**config.mk**
```make
export PLATFORM = sky130hd
export DESIGN_NAME = upt_user_otp_check
export DESIGN_NICKNAME = d
export VERILOG_FILES = /design/src/rtl/upt_pkg.sv /design/src/rtl/upt_code_if.sv /design/src/rtl/upt_code_gen.sv /design/src/rtl/upt_user_otp_check.sv
export SDC_FILE = /design/constraint.sdc
export NUM_CORES = 1
export LEC_CHECK = 0
export BUFFER_PORTS_ARGS = -buffer_cell sky130_fd_sc_hd__buf_2
export CORE_MARGIN = 1.5
export CORE_UTILIZATION = 55
export DETAILED_ROUTE_END_ITERATION = 16
export GPL_ROUTABILITY_DRIVEN = 0
export PLACE_DENSITY = 0.86
export RECOVER_POWER = 50
export SLEW_MARGIN = 5
export SYNTH_ARGS = -nofsm -noshare
export SYNTH_HDL_FRONTEND = slang
export SYNTH_SLANG_ARGS = --single-unit
```
**constraint.sdc**
```tcl
create_clock -name clk_sys_i -period 4.8 [get_ports clk_sys_i]
set_clock_uncertainty 0.2 [all_clocks]
set_input_delay 0.48 -clock clk_sys_i [delete_from_list [all_inputs] [get_ports clk_sys_i]]
set_output_delay 0.48 -clock clk_sys_i [all_outputs]
set_load 0.02 [all_outputs]
```
**src/rtl/upt_pkg.sv**
```systemverilog
// constants and types shared by the user array integrity checker
package upt_pkg;
    // ***********************************
    // mirror array layout
    // ***********************************
    localparam int UPT_NUM_BYTES = 12;
    localparam logic [3:0] UPT_IDX_LAST = 4'hB;
    localparam logic [3:0] UPT_IDX_TYPE = 4'h0;
    localparam logic [3:0] UPT_IDX_CFG0 = 4'h1;
    localparam logic [3:0] UPT_IDX_CFG1 = 4'h2;
    localparam logic [3:0] UPT_IDX_CFG2 = 4'h3;
    localparam int UPT_LOCK_BIT = 7;
    localparam int UPT_PULSE_EN_BIT = 5;
    localparam int UPT_PROT_W = 70;
    localparam int UPT_CODE_W = 8;
    localparam logic [7:0] UPT_CODE_POLY = 8'h07;
    localparam logic [7:0] UPT_CODE_SEED = 8'hFF;
    localparam logic [7:0] UPT_BYTE_RESET = 8'h00;

    // writable bits per mirror byte; last user byte has only its upper nibble
    function automatic logic [7:0] upt_mask(input logic [3:0] idx);
        logic [7:0] m;
        m = 8'hFF;
        case (idx)
            4'h0: m = 8'hC0;
            4'h1: m = 8'h80;
            4'h2: m = 8'h03;
            4'h3: m = 8'hAF;
            4'hB: m = 8'hF0;
            default: m = 8'hFF;
        endcase
        return m;
    endfunction

    // ***********************************
    // register map (byte addresses)
    // ***********************************
    localparam int UPT_ADDR_W = 8;
    localparam logic [7:0] UPT_REG_CTRL = 8'h00;
    localparam logic [7:0] UPT_REG_NVM_WR = 8'h04;
    localparam logic [7:0] UPT_REG_STATUS = 8'h08;
    localparam logic [7:0] UPT_REG_IRQ_STAT = 8'h0C;
    localparam logic [7:0] UPT_REG_IRQ_MASK = 8'h10;
    localparam logic [7:0] UPT_REG_MIRROR = 8'h40;
    localparam logic [7:0] UPT_REG_MIRROR_END = 8'h6C;
    localparam int UPT_CTRL_CLEAR_BIT = 0;
    localparam int UPT_NVM_IDX_LSB = 8;
    localparam int UPT_ST_LOCK_ACT = 0;
    localparam int UPT_ST_ERROR = 1;
    localparam int UPT_ST_BUSY = 2;
    localparam int UPT_ST_FUSE_LOCK = 3;
    localparam int UPT_ST_CALC_LSB = 8;
    localparam int UPT_ST_STORED_LSB = 16;
    localparam int UPT_IRQ_W = 3;
    localparam int UPT_IRQ_ERROR = 0;
    localparam int UPT_IRQ_DONE = 1;
    localparam int UPT_IRQ_INHIBIT = 2;
    localparam logic [1:0] UPT_HRESP_OKAY = 2'h0;

    typedef enum {UPT_RO_IDLE, UPT_RO_COPY, UPT_RO_EVAL} upt_ro_state_t;
endpackage

```
**src/rtl/upt_code_if.sv**
```systemverilog
// carries the protected mirror bits to the code generator and the code back
`timescale 1ns/1ps
`default_nettype none
interface upt_code_if;
    logic [upt_pkg::UPT_PROT_W-1:0] data;
    logic [upt_pkg::UPT_CODE_W-1:0] code;
    modport gen (input data, output code);
    modport user (output data, input code);
endinterface
`default_nettype wire

```
**src/rtl/upt_code_gen.sv**
```systemverilog
// combinational error detection code over the protected user bits
`timescale 1ns/1ps
`default_nettype none
module upt_code_gen
(
    upt_code_if.gen cif // protected bits in, code out
);
    import upt_pkg::*;

    // bits enter lsb first, lowest mirror byte first
    always_comb
    begin
        logic [UPT_CODE_W-1:0] c;
        logic fb;
        c = UPT_CODE_SEED;
        fb = 1'b0;
        for (int i = 0; i < UPT_PROT_W; i++)
        begin
            fb = c[UPT_CODE_W-1] ^ cif.data[i];
            c = {c[UPT_CODE_W-2:0], 1'b0};
            if (fb)
            begin
                c = c ^ UPT_CODE_POLY;
            end
        end
        cif.code = c;
    end
endmodule // upt_code_gen
`default_nettype wire

```
**src/rtl/upt_user_otp_check.sv**
```systemverilog
// user otp mirror, readout, nvm write and continuous integrity check
//
// Design decisions made here: the AHB-Lite interface to the registers and the address map.
`timescale 1ns/1ps
`default_nettype none
module upt_user_otp_check
(
    input wire logic clk_sys_i, // system clock, 200 MHz
    input wire logic srst_i, // synchronous reset, active high
    input wire logic hsel_i, // ahb slave select
    input wire logic [31:0] haddr_i, // ahb address
    input wire logic [1:0] htrans_i, // ahb transfer type
    input wire logic hwrite_i, // ahb write
    input wire logic [2:0] hsize_i, // ahb size, word only
    input wire logic hready_i, // ahb bus ready
    input wire logic [31:0] hwdata_i, // ahb write data
    output logic [31:0] hrdata_o, // ahb read data
    output logic hreadyout_o, // ahb slave ready
    output logic [1:0] hresp_o, // ahb response
    output logic irq_o, // level interrupt
    output logic data_error_o, // internal data error
    output logic lock_active_o, // user lock active
    output logic readout_busy_o // readout in progress
);
    import upt_pkg::*;

    // ***********************************
    // declarations
    // ***********************************
    logic [7:0] fuse_q [UPT_NUM_BYTES];
    logic [7:0] mirror_q [UPT_NUM_BYTES];
    logic [UPT_CODE_W-1:0] stored_code_q;
    logic store_pend_q;
    upt_ro_state_t ro_state_q;
    logic [3:0] ro_idx_q;
    logic busy_q;
    logic lock_active_q;
    logic data_error_q;
    logic wr_pend_q;
    logic [UPT_ADDR_W-1:0] wr_addr_q;
    logic [31:0] rd_d;
    logic [31:0] hrdata_q;
    logic [UPT_IRQ_W-1:0] irq_stat_q;
    logic [UPT_IRQ_W-1:0] irq_mask_q;
    logic [UPT_IRQ_W-1:0] irq_ev;
    logic irq_q;
    logic addr_ok;
    logic clear_cmd;
    logic nvm_wr;
    logic [3:0] nvm_idx;
    logic [7:0] nvm_data;
    logic nvm_inhibit;
    logic mismatch;
    logic [3:0] mir_idx;
    logic [UPT_CODE_W-1:0] calc_code;
    logic unused_ok;

    upt_code_if cif ();

    // ***********************************
    // code generation over the mirror
    // ***********************************
    // only mirror copies feed the generator; fuses are never read here
    assign cif.data = {mirror_q[11][7:4], mirror_q[10], mirror_q[9], mirror_q[8],
                       mirror_q[7], mirror_q[6], mirror_q[5], mirror_q[4],
                       mirror_q[UPT_IDX_CFG2][UPT_PULSE_EN_BIT], mirror_q[UPT_IDX_CFG2][3:0],
                       mirror_q[UPT_IDX_CFG1][1:0], mirror_q[UPT_IDX_CFG0][7],
                       mirror_q[UPT_IDX_TYPE][7:6]};
    assign calc_code = cif.code;

    // separate generator from any factory array
    upt_code_gen u_code_gen
    (
        .cif (cif.gen)
    );

    // ***********************************
    // ahb-lite slave, zero wait states
    // ***********************************
    assign addr_ok = hsel_i && htrans_i[1] && hready_i;

    always_ff @(posedge clk_sys_i)
    begin
        if (srst_i)
        begin
            wr_pend_q <= 1'b0;
            wr_addr_q <= '0;
        end
        else
        begin
            wr_pend_q <= addr_ok && hwrite_i;
            wr_addr_q <= haddr_i[UPT_ADDR_W-1:0];
        end
    end

    assign mir_idx = haddr_i[5:2];

    always_comb
    begin
        rd_d = '0;
        if (haddr_i[UPT_ADDR_W-1:0] == UPT_REG_STATUS)
        begin
            rd_d[UPT_ST_LOCK_ACT] = lock_active_q;
            rd_d[UPT_ST_ERROR] = data_error_q;
            rd_d[UPT_ST_BUSY] = (ro_state_q != UPT_RO_IDLE);
            rd_d[UPT_ST_FUSE_LOCK] = fuse_q[UPT_IDX_CFG2][UPT_LOCK_BIT];
            rd_d[UPT_ST_CALC_LSB +: UPT_CODE_W] = calc_code;
            rd_d[UPT_ST_STORED_LSB +: UPT_CODE_W] = stored_code_q;
        end
        else if (haddr_i[UPT_ADDR_W-1:0] == UPT_REG_IRQ_STAT)
        begin
            rd_d[UPT_IRQ_W-1:0] = irq_stat_q;
        end
        else if (haddr_i[UPT_ADDR_W-1:0] == UPT_REG_IRQ_MASK)
        begin
            rd_d[UPT_IRQ_W-1:0] = irq_mask_q;
        end
        else if (haddr_i[UPT_ADDR_W-1:0] >= UPT_REG_MIRROR
                 && haddr_i[UPT_ADDR_W-1:0] <= UPT_REG_MIRROR_END)
        begin
            rd_d[7:0] = mirror_q[mir_idx];
        end
    end

    // read data is captured at the address phase edge and stands in the data phase
    always_ff @(posedge clk_sys_i)
    begin
        if (srst_i)
        begin
            hrdata_q <= '0;
        end
        else if (addr_ok && !hwrite_i)
        begin
            hrdata_q <= rd_d;
        end
    end

    assign hrdata_o = hrdata_q;
    assign hreadyout_o = 1'b1;
    assign hresp_o = UPT_HRESP_OKAY;

    // ***********************************
    // decoded write commands
    // ***********************************
    assign clear_cmd = wr_pend_q && (wr_addr_q == UPT_REG_CTRL)
                       && hwdata_i[UPT_CTRL_CLEAR_BIT];
    assign nvm_idx = hwdata_i[UPT_NVM_IDX_LSB +: 4];
    assign nvm_data = hwdata_i[7:0] & upt_mask(hwdata_i[UPT_NVM_IDX_LSB +: 4]);
    // writes during readout are dropped: the copy would overwrite them anyway
    assign nvm_wr = wr_pend_q && (wr_addr_q == UPT_REG_NVM_WR)
                    && (nvm_idx <= UPT_IDX_LAST) && (ro_state_q == UPT_RO_IDLE);
    assign nvm_inhibit = nvm_wr && lock_active_q;

    // ***********************************
    // fuse array and stored code
    // ***********************************
    // fuses are modelled as flops; otp programming can only set bits
    always_ff @(posedge clk_sys_i)
    begin
        if (srst_i)
        begin
            for (int i = 0; i < UPT_NUM_BYTES; i++)
            begin
                fuse_q[i] <= UPT_BYTE_RESET;
            end
        end
        else if (nvm_wr && !lock_active_q)
        begin
            fuse_q[nvm_idx] <= fuse_q[nvm_idx] | nvm_data;
        end
    end

    // the code is taken one cycle after the lock write, once the mirror holds it
    always_ff @(posedge clk_sys_i)
    begin
        if (srst_i)
        begin
            store_pend_q <= 1'b0;
            stored_code_q <= UPT_CODE_SEED;
        end
        else
        begin
            store_pend_q <= nvm_wr && !lock_active_q && (nvm_idx == UPT_IDX_CFG2)
                            && nvm_data[UPT_LOCK_BIT];
            if (store_pend_q)
            begin
                stored_code_q <= calc_code;
            end
        end
    end

    // ***********************************
    // mirror registers
    // ***********************************
    always_ff @(posedge clk_sys_i)
    begin
        if (srst_i)
        begin
            for (int i = 0; i < UPT_NUM_BYTES; i++)
            begin
                mirror_q[i] <= UPT_BYTE_RESET;
            end
        end
        else if (ro_state_q == UPT_RO_COPY)
        begin
            mirror_q[ro_idx_q] <= fuse_q[ro_idx_q];
        end
        else if (nvm_wr)
        begin
            // updated even when locked, so a locked array shows a mismatch
            mirror_q[nvm_idx] <= nvm_data;
        end
    end

    // ***********************************
    // automatic readout sequencer
    // ***********************************
    // readout starts out of reset and on the clear command only
    always_ff @(posedge clk_sys_i)
    begin
        if (srst_i)
        begin
            ro_state_q <= UPT_RO_COPY;
            ro_idx_q <= '0;
            busy_q <= 1'b1;
        end
        else
        begin
            unique case (ro_state_q)
                UPT_RO_IDLE:
                begin
                    if (clear_cmd)
                    begin
                        ro_state_q <= UPT_RO_COPY;
                        ro_idx_q <= '0;
                        busy_q <= 1'b1;
                    end
                end
                UPT_RO_COPY:
                begin
                    if (ro_idx_q == UPT_IDX_LAST)
                    begin
                        ro_state_q <= UPT_RO_EVAL;
                    end
                    ro_idx_q <= ro_idx_q + 4'h1;
                end
                UPT_RO_EVAL:
                begin
                    ro_state_q <= UPT_RO_IDLE;
                    ro_idx_q <= '0;
                    busy_q <= 1'b0;
                end
            endcase
        end
    end

    // lock is active only if both fuse and freshly read mirror bit are set
    always_ff @(posedge clk_sys_i)
    begin
        if (srst_i)
        begin
            lock_active_q <= 1'b0;
        end
        else if (clear_cmd && ro_state_q == UPT_RO_IDLE)
        begin
            lock_active_q <= 1'b0;
        end
        else if (ro_state_q == UPT_RO_EVAL)
        begin
            lock_active_q <= fuse_q[UPT_IDX_CFG2][UPT_LOCK_BIT]
                             && mirror_q[UPT_IDX_CFG2][UPT_LOCK_BIT];
        end
    end

    // ***********************************
    // continuous compare and data error
    // ***********************************
    // compared every idle cycle while the lock is active, not once after readout
    assign mismatch = lock_active_q && (ro_state_q == UPT_RO_IDLE)
                      && (calc_code != stored_code_q);

    always_ff @(posedge clk_sys_i)
    begin
        if (srst_i)
        begin
            data_error_q <= 1'b0;
        end
        else if (mismatch)
        begin
            data_error_q <= 1'b1;
        end
        else if (ro_state_q == UPT_RO_EVAL)
        begin
            data_error_q <= 1'b0;
        end
    end

    // ***********************************
    // interrupts
    // ***********************************
    always_comb
    begin
        irq_ev = '0;
        irq_ev[UPT_IRQ_ERROR] = mismatch && !data_error_q;
        irq_ev[UPT_IRQ_DONE] = (ro_state_q == UPT_RO_EVAL);
        irq_ev[UPT_IRQ_INHIBIT] = nvm_inhibit;
    end

    // a new event in the clearing cycle wins over the write-one-to-clear
    always_ff @(posedge clk_sys_i)
    begin
        if (srst_i)
        begin
            irq_stat_q <= '0;
            irq_mask_q <= '0;
        end
        else
        begin
            if (wr_pend_q && wr_addr_q == UPT_REG_IRQ_STAT)
            begin
                irq_stat_q <= (irq_stat_q & ~hwdata_i[UPT_IRQ_W-1:0]) | irq_ev;
            end
            else
            begin
                irq_stat_q <= irq_stat_q | irq_ev;
            end
            if (wr_pend_q && wr_addr_q == UPT_REG_IRQ_MASK)
            begin
                irq_mask_q <= hwdata_i[UPT_IRQ_W-1:0];
            end
        end
    end

    always_ff @(posedge clk_sys_i)
    begin
        if (srst_i)
        begin
            irq_q <= 1'b0;
        end
        else
        begin
            irq_q <= |(irq_stat_q & irq_mask_q);
        end
    end

    // ***********************************
    // outputs
    // ***********************************
    assign irq_o = irq_q;
    assign data_error_o = data_error_q;
    assign lock_active_o = lock_active_q;
    assign readout_busy_o = busy_q;

    // only whole-word accesses are supported, the upper address bits alias
    assign unused_ok = ^{haddr_i[31:UPT_ADDR_W], hsize_i, htrans_i[0], hwdata_i[31:12]};
endmodule // upt_user_otp_check
`default_nettype wire

```
==> run metrics <==
YS warnings 0; worst skew pair latency 0.56 ns; Worst Tran Pin Value 2.48 ns; WHS 0.0690 ns; H-Tree Level Count 1; Die X 174 µm; CTS Sinks 290; initial antenna violation count 0; DP HPWL 28.2 mm; Longest Clk Path Bufs 3; number of synthesized flops with an enable pin 228; Antenna Nets Post-Route 0; GRT Residual Overflow 0; Layout Area Growth over Synthesis 16.1%; share of the synthesized area in the top cell type 42.7%; global-route wire length before repair 64.0 mm; most frequent cells in the layout nor2_1, edfxtp_1, nand2_1, mux4_2, buf_4; Tmin final 4.88 ns; Worst Path Arrival 5.12 ns; Unique masters post-synth 58; RSZ-0062 raised after global routing true; post-route setup slack -0.0760 ns; Area contributors post-synth edfxtp_1, mux4_2, dfxtp_1, nor2_1, xnor3_1; Slew HR -65.0%; placed inst area 17400 µm²; fraction of registers with async set/reset 0%; syn avg cell area 13.2 µm²; design area 18600 µm²; max-slew violations 108; Yosys reg bits 290; ys flop type edfxtp_1; worst min path class input pin to register; die footprint 30200 µm²; post-synth top area cell edfxtp_1; routed len/inst 23.6 µm; fin nets 1465; Mapped Cells 1217; I/O pin cnt 113; largest net degree at the start of global routing 49; Port Buffers 53; final setup vio count 2; initial detailed-routing violation count 1437; CTS tree yes; CP required 5.04 ns; fin cells 1793; post-synthesis sequential area ratio 50.4%; GR Util All Layers 27.9%; row count 62; failing checks max-capacitance violations, max-slew violations, negative setup slack; vias in the first global route 11.4k; commonest non-fill, non-tap cell in the layout nor2_1; max-cap violation count 4; antenna cells 0; height of the die 174 µm; DRT Pass-1 Iters 8; status finished with violations; CTS buffer count 30; Starting Density 55.9%; core box area 28700 µm²; final worst-path cycle share 102%; routed vias 11.2k; routed wire length 42.3 mm; Root Buffer clkbuf_16; CP Capture Type register; Fmax 205 MHz; Fin. Hold Viols 0; Setup CP Type register to register; Mapped Area 16000 µm²; clock transition at the registers of the reported paths 0.06 ns; vias per inst 6.24; Post-Place Cells 1721; Critical Path Fanout Max 3; final core occ 64.9%; Worst setup SP type register; layout cell share with drive strength beyond 1 23.0%; Post-route DRC 0
per-stage QoR:
stage | TNS, ns | setup slack, ns
floorplan | 0 | 0.0434
global placement | -0.128 | -0.0650
detailed placement | -0.199 | -0.106
CTS | -0.0867 | -0.0452
global route | -0.406 | -0.208
finish | -0.150 | -0.0760
registers in the layout, summed over array words and instances (netlist names), named ones only:
name            flops
irq_mask_q          3
fuse_q            128
wr_pend_q           1
stored_code_q       8
ro_idx_q            4
ro_state_q          2
mirror_q          100
lock_active_o       1
irq_o               1
store_pend_q        1
wr_addr_q           8
data_error_o        1
hrdata_o           24
irq_stat_q          3
readout_busy_o      1
critical path, cell delays in order, from the launching register on:
cell and delay (ns):
edfxtp_1 0.46, xnor2_2 0.25, xnor3_2 0.53, xnor2_2 0.28, xnor3_1 0.43, xnor3_1 0.41
xnor3_2 0.41, buf_4 0.14, xnor3_2 0.20, xnor3_1 0.44, xor2_1 0.16, or4_4 0.53
a211oi_4 0.20, o21ai_1 0.10
per-layer routing:
layer  up-vias  global-route usage (%)  share of wire (%)
li1       4748                       -                  -
met1      5464                    34.7                 35
met2       782                    47.5                 49
met3       198                    4.91                 10
met4         0                    13.4                5.6
met5         -                       0                  0
final cells by class:
type,instances,area (µm²)
Fill cell,1980,10100
Clock inverter,10,98.8
Sequential cell,290,8090
Multi-Input combinational cell,872,7920
Timing Repair Buffer,172,1070
Inverter,21,78.8
Tap cell,384,480
Clock buffer,44,880
synthesized netlist by cell type (all sizes together), types with 19 or more instances:
| cell | instances |
|---|---|
| a21oi | 31 |
| o21ai | 27 |
| xnor2 | 85 |
| edfxtp | 228 |
| nor2b | 19 |
| xor2 | 32 |
| xnor3 | 50 |
| nand2 | 99 |
| buf | 22 |
| clkbuf | 53 |
| mux4 | 94 |
| nor2 | 234 |
| inv | 20 |
| dfxtp | 62 |
logic make-up after synthesis:
| logic type | after synthesis | synth area share [%] |
|---|---|---|
| and+or+nand+nor | 407 | 10.7 |
| DFF | 290 | 50.4 |
| xor gates and xnor gates | 179 | 16.4 |
| AOI/OAI and AO/OA | 123 | 4.96 |
| muxes | 116 | 14.6 |
| buffers and inverters | 96 | 2.50 |
| adders and majority gates | 4 | 0.312 |
| other | 2 | 0.0468 |
worst paths after layout:
| check | start | slack, ns | endpoint | cells past startpoint |
|---|---|---|---|---|
| max | mirror_q[3][0] | -0.08 | data_error_o | 13 |
| min | hwdata_i[1] | 0.07 | irq_mask_q[1] | 3 |
| max reg2reg | mirror_q[3][0] | -0.08 | data_error_o | 13 |
| min reg2reg | hrdata_o[11] | 0.26 | hrdata_o[11] | 2 |
what timing repair did:
| item | CTS | global route |
|---|---|---|
| buffers inserted | 7 | 4 |
| pin swaps | 14 | 13 |
| setup endpoints to repair | 2 | 4 |
| hold buffers | 7 | 0 |
| hold endpoints to repair | 5 | 0 |
| resized for setup | 14 | 26 |
Power is left out: the tool's default activity adds up to more than one toggle a clock period on the data nets, which glitch-free logic cannot reach.
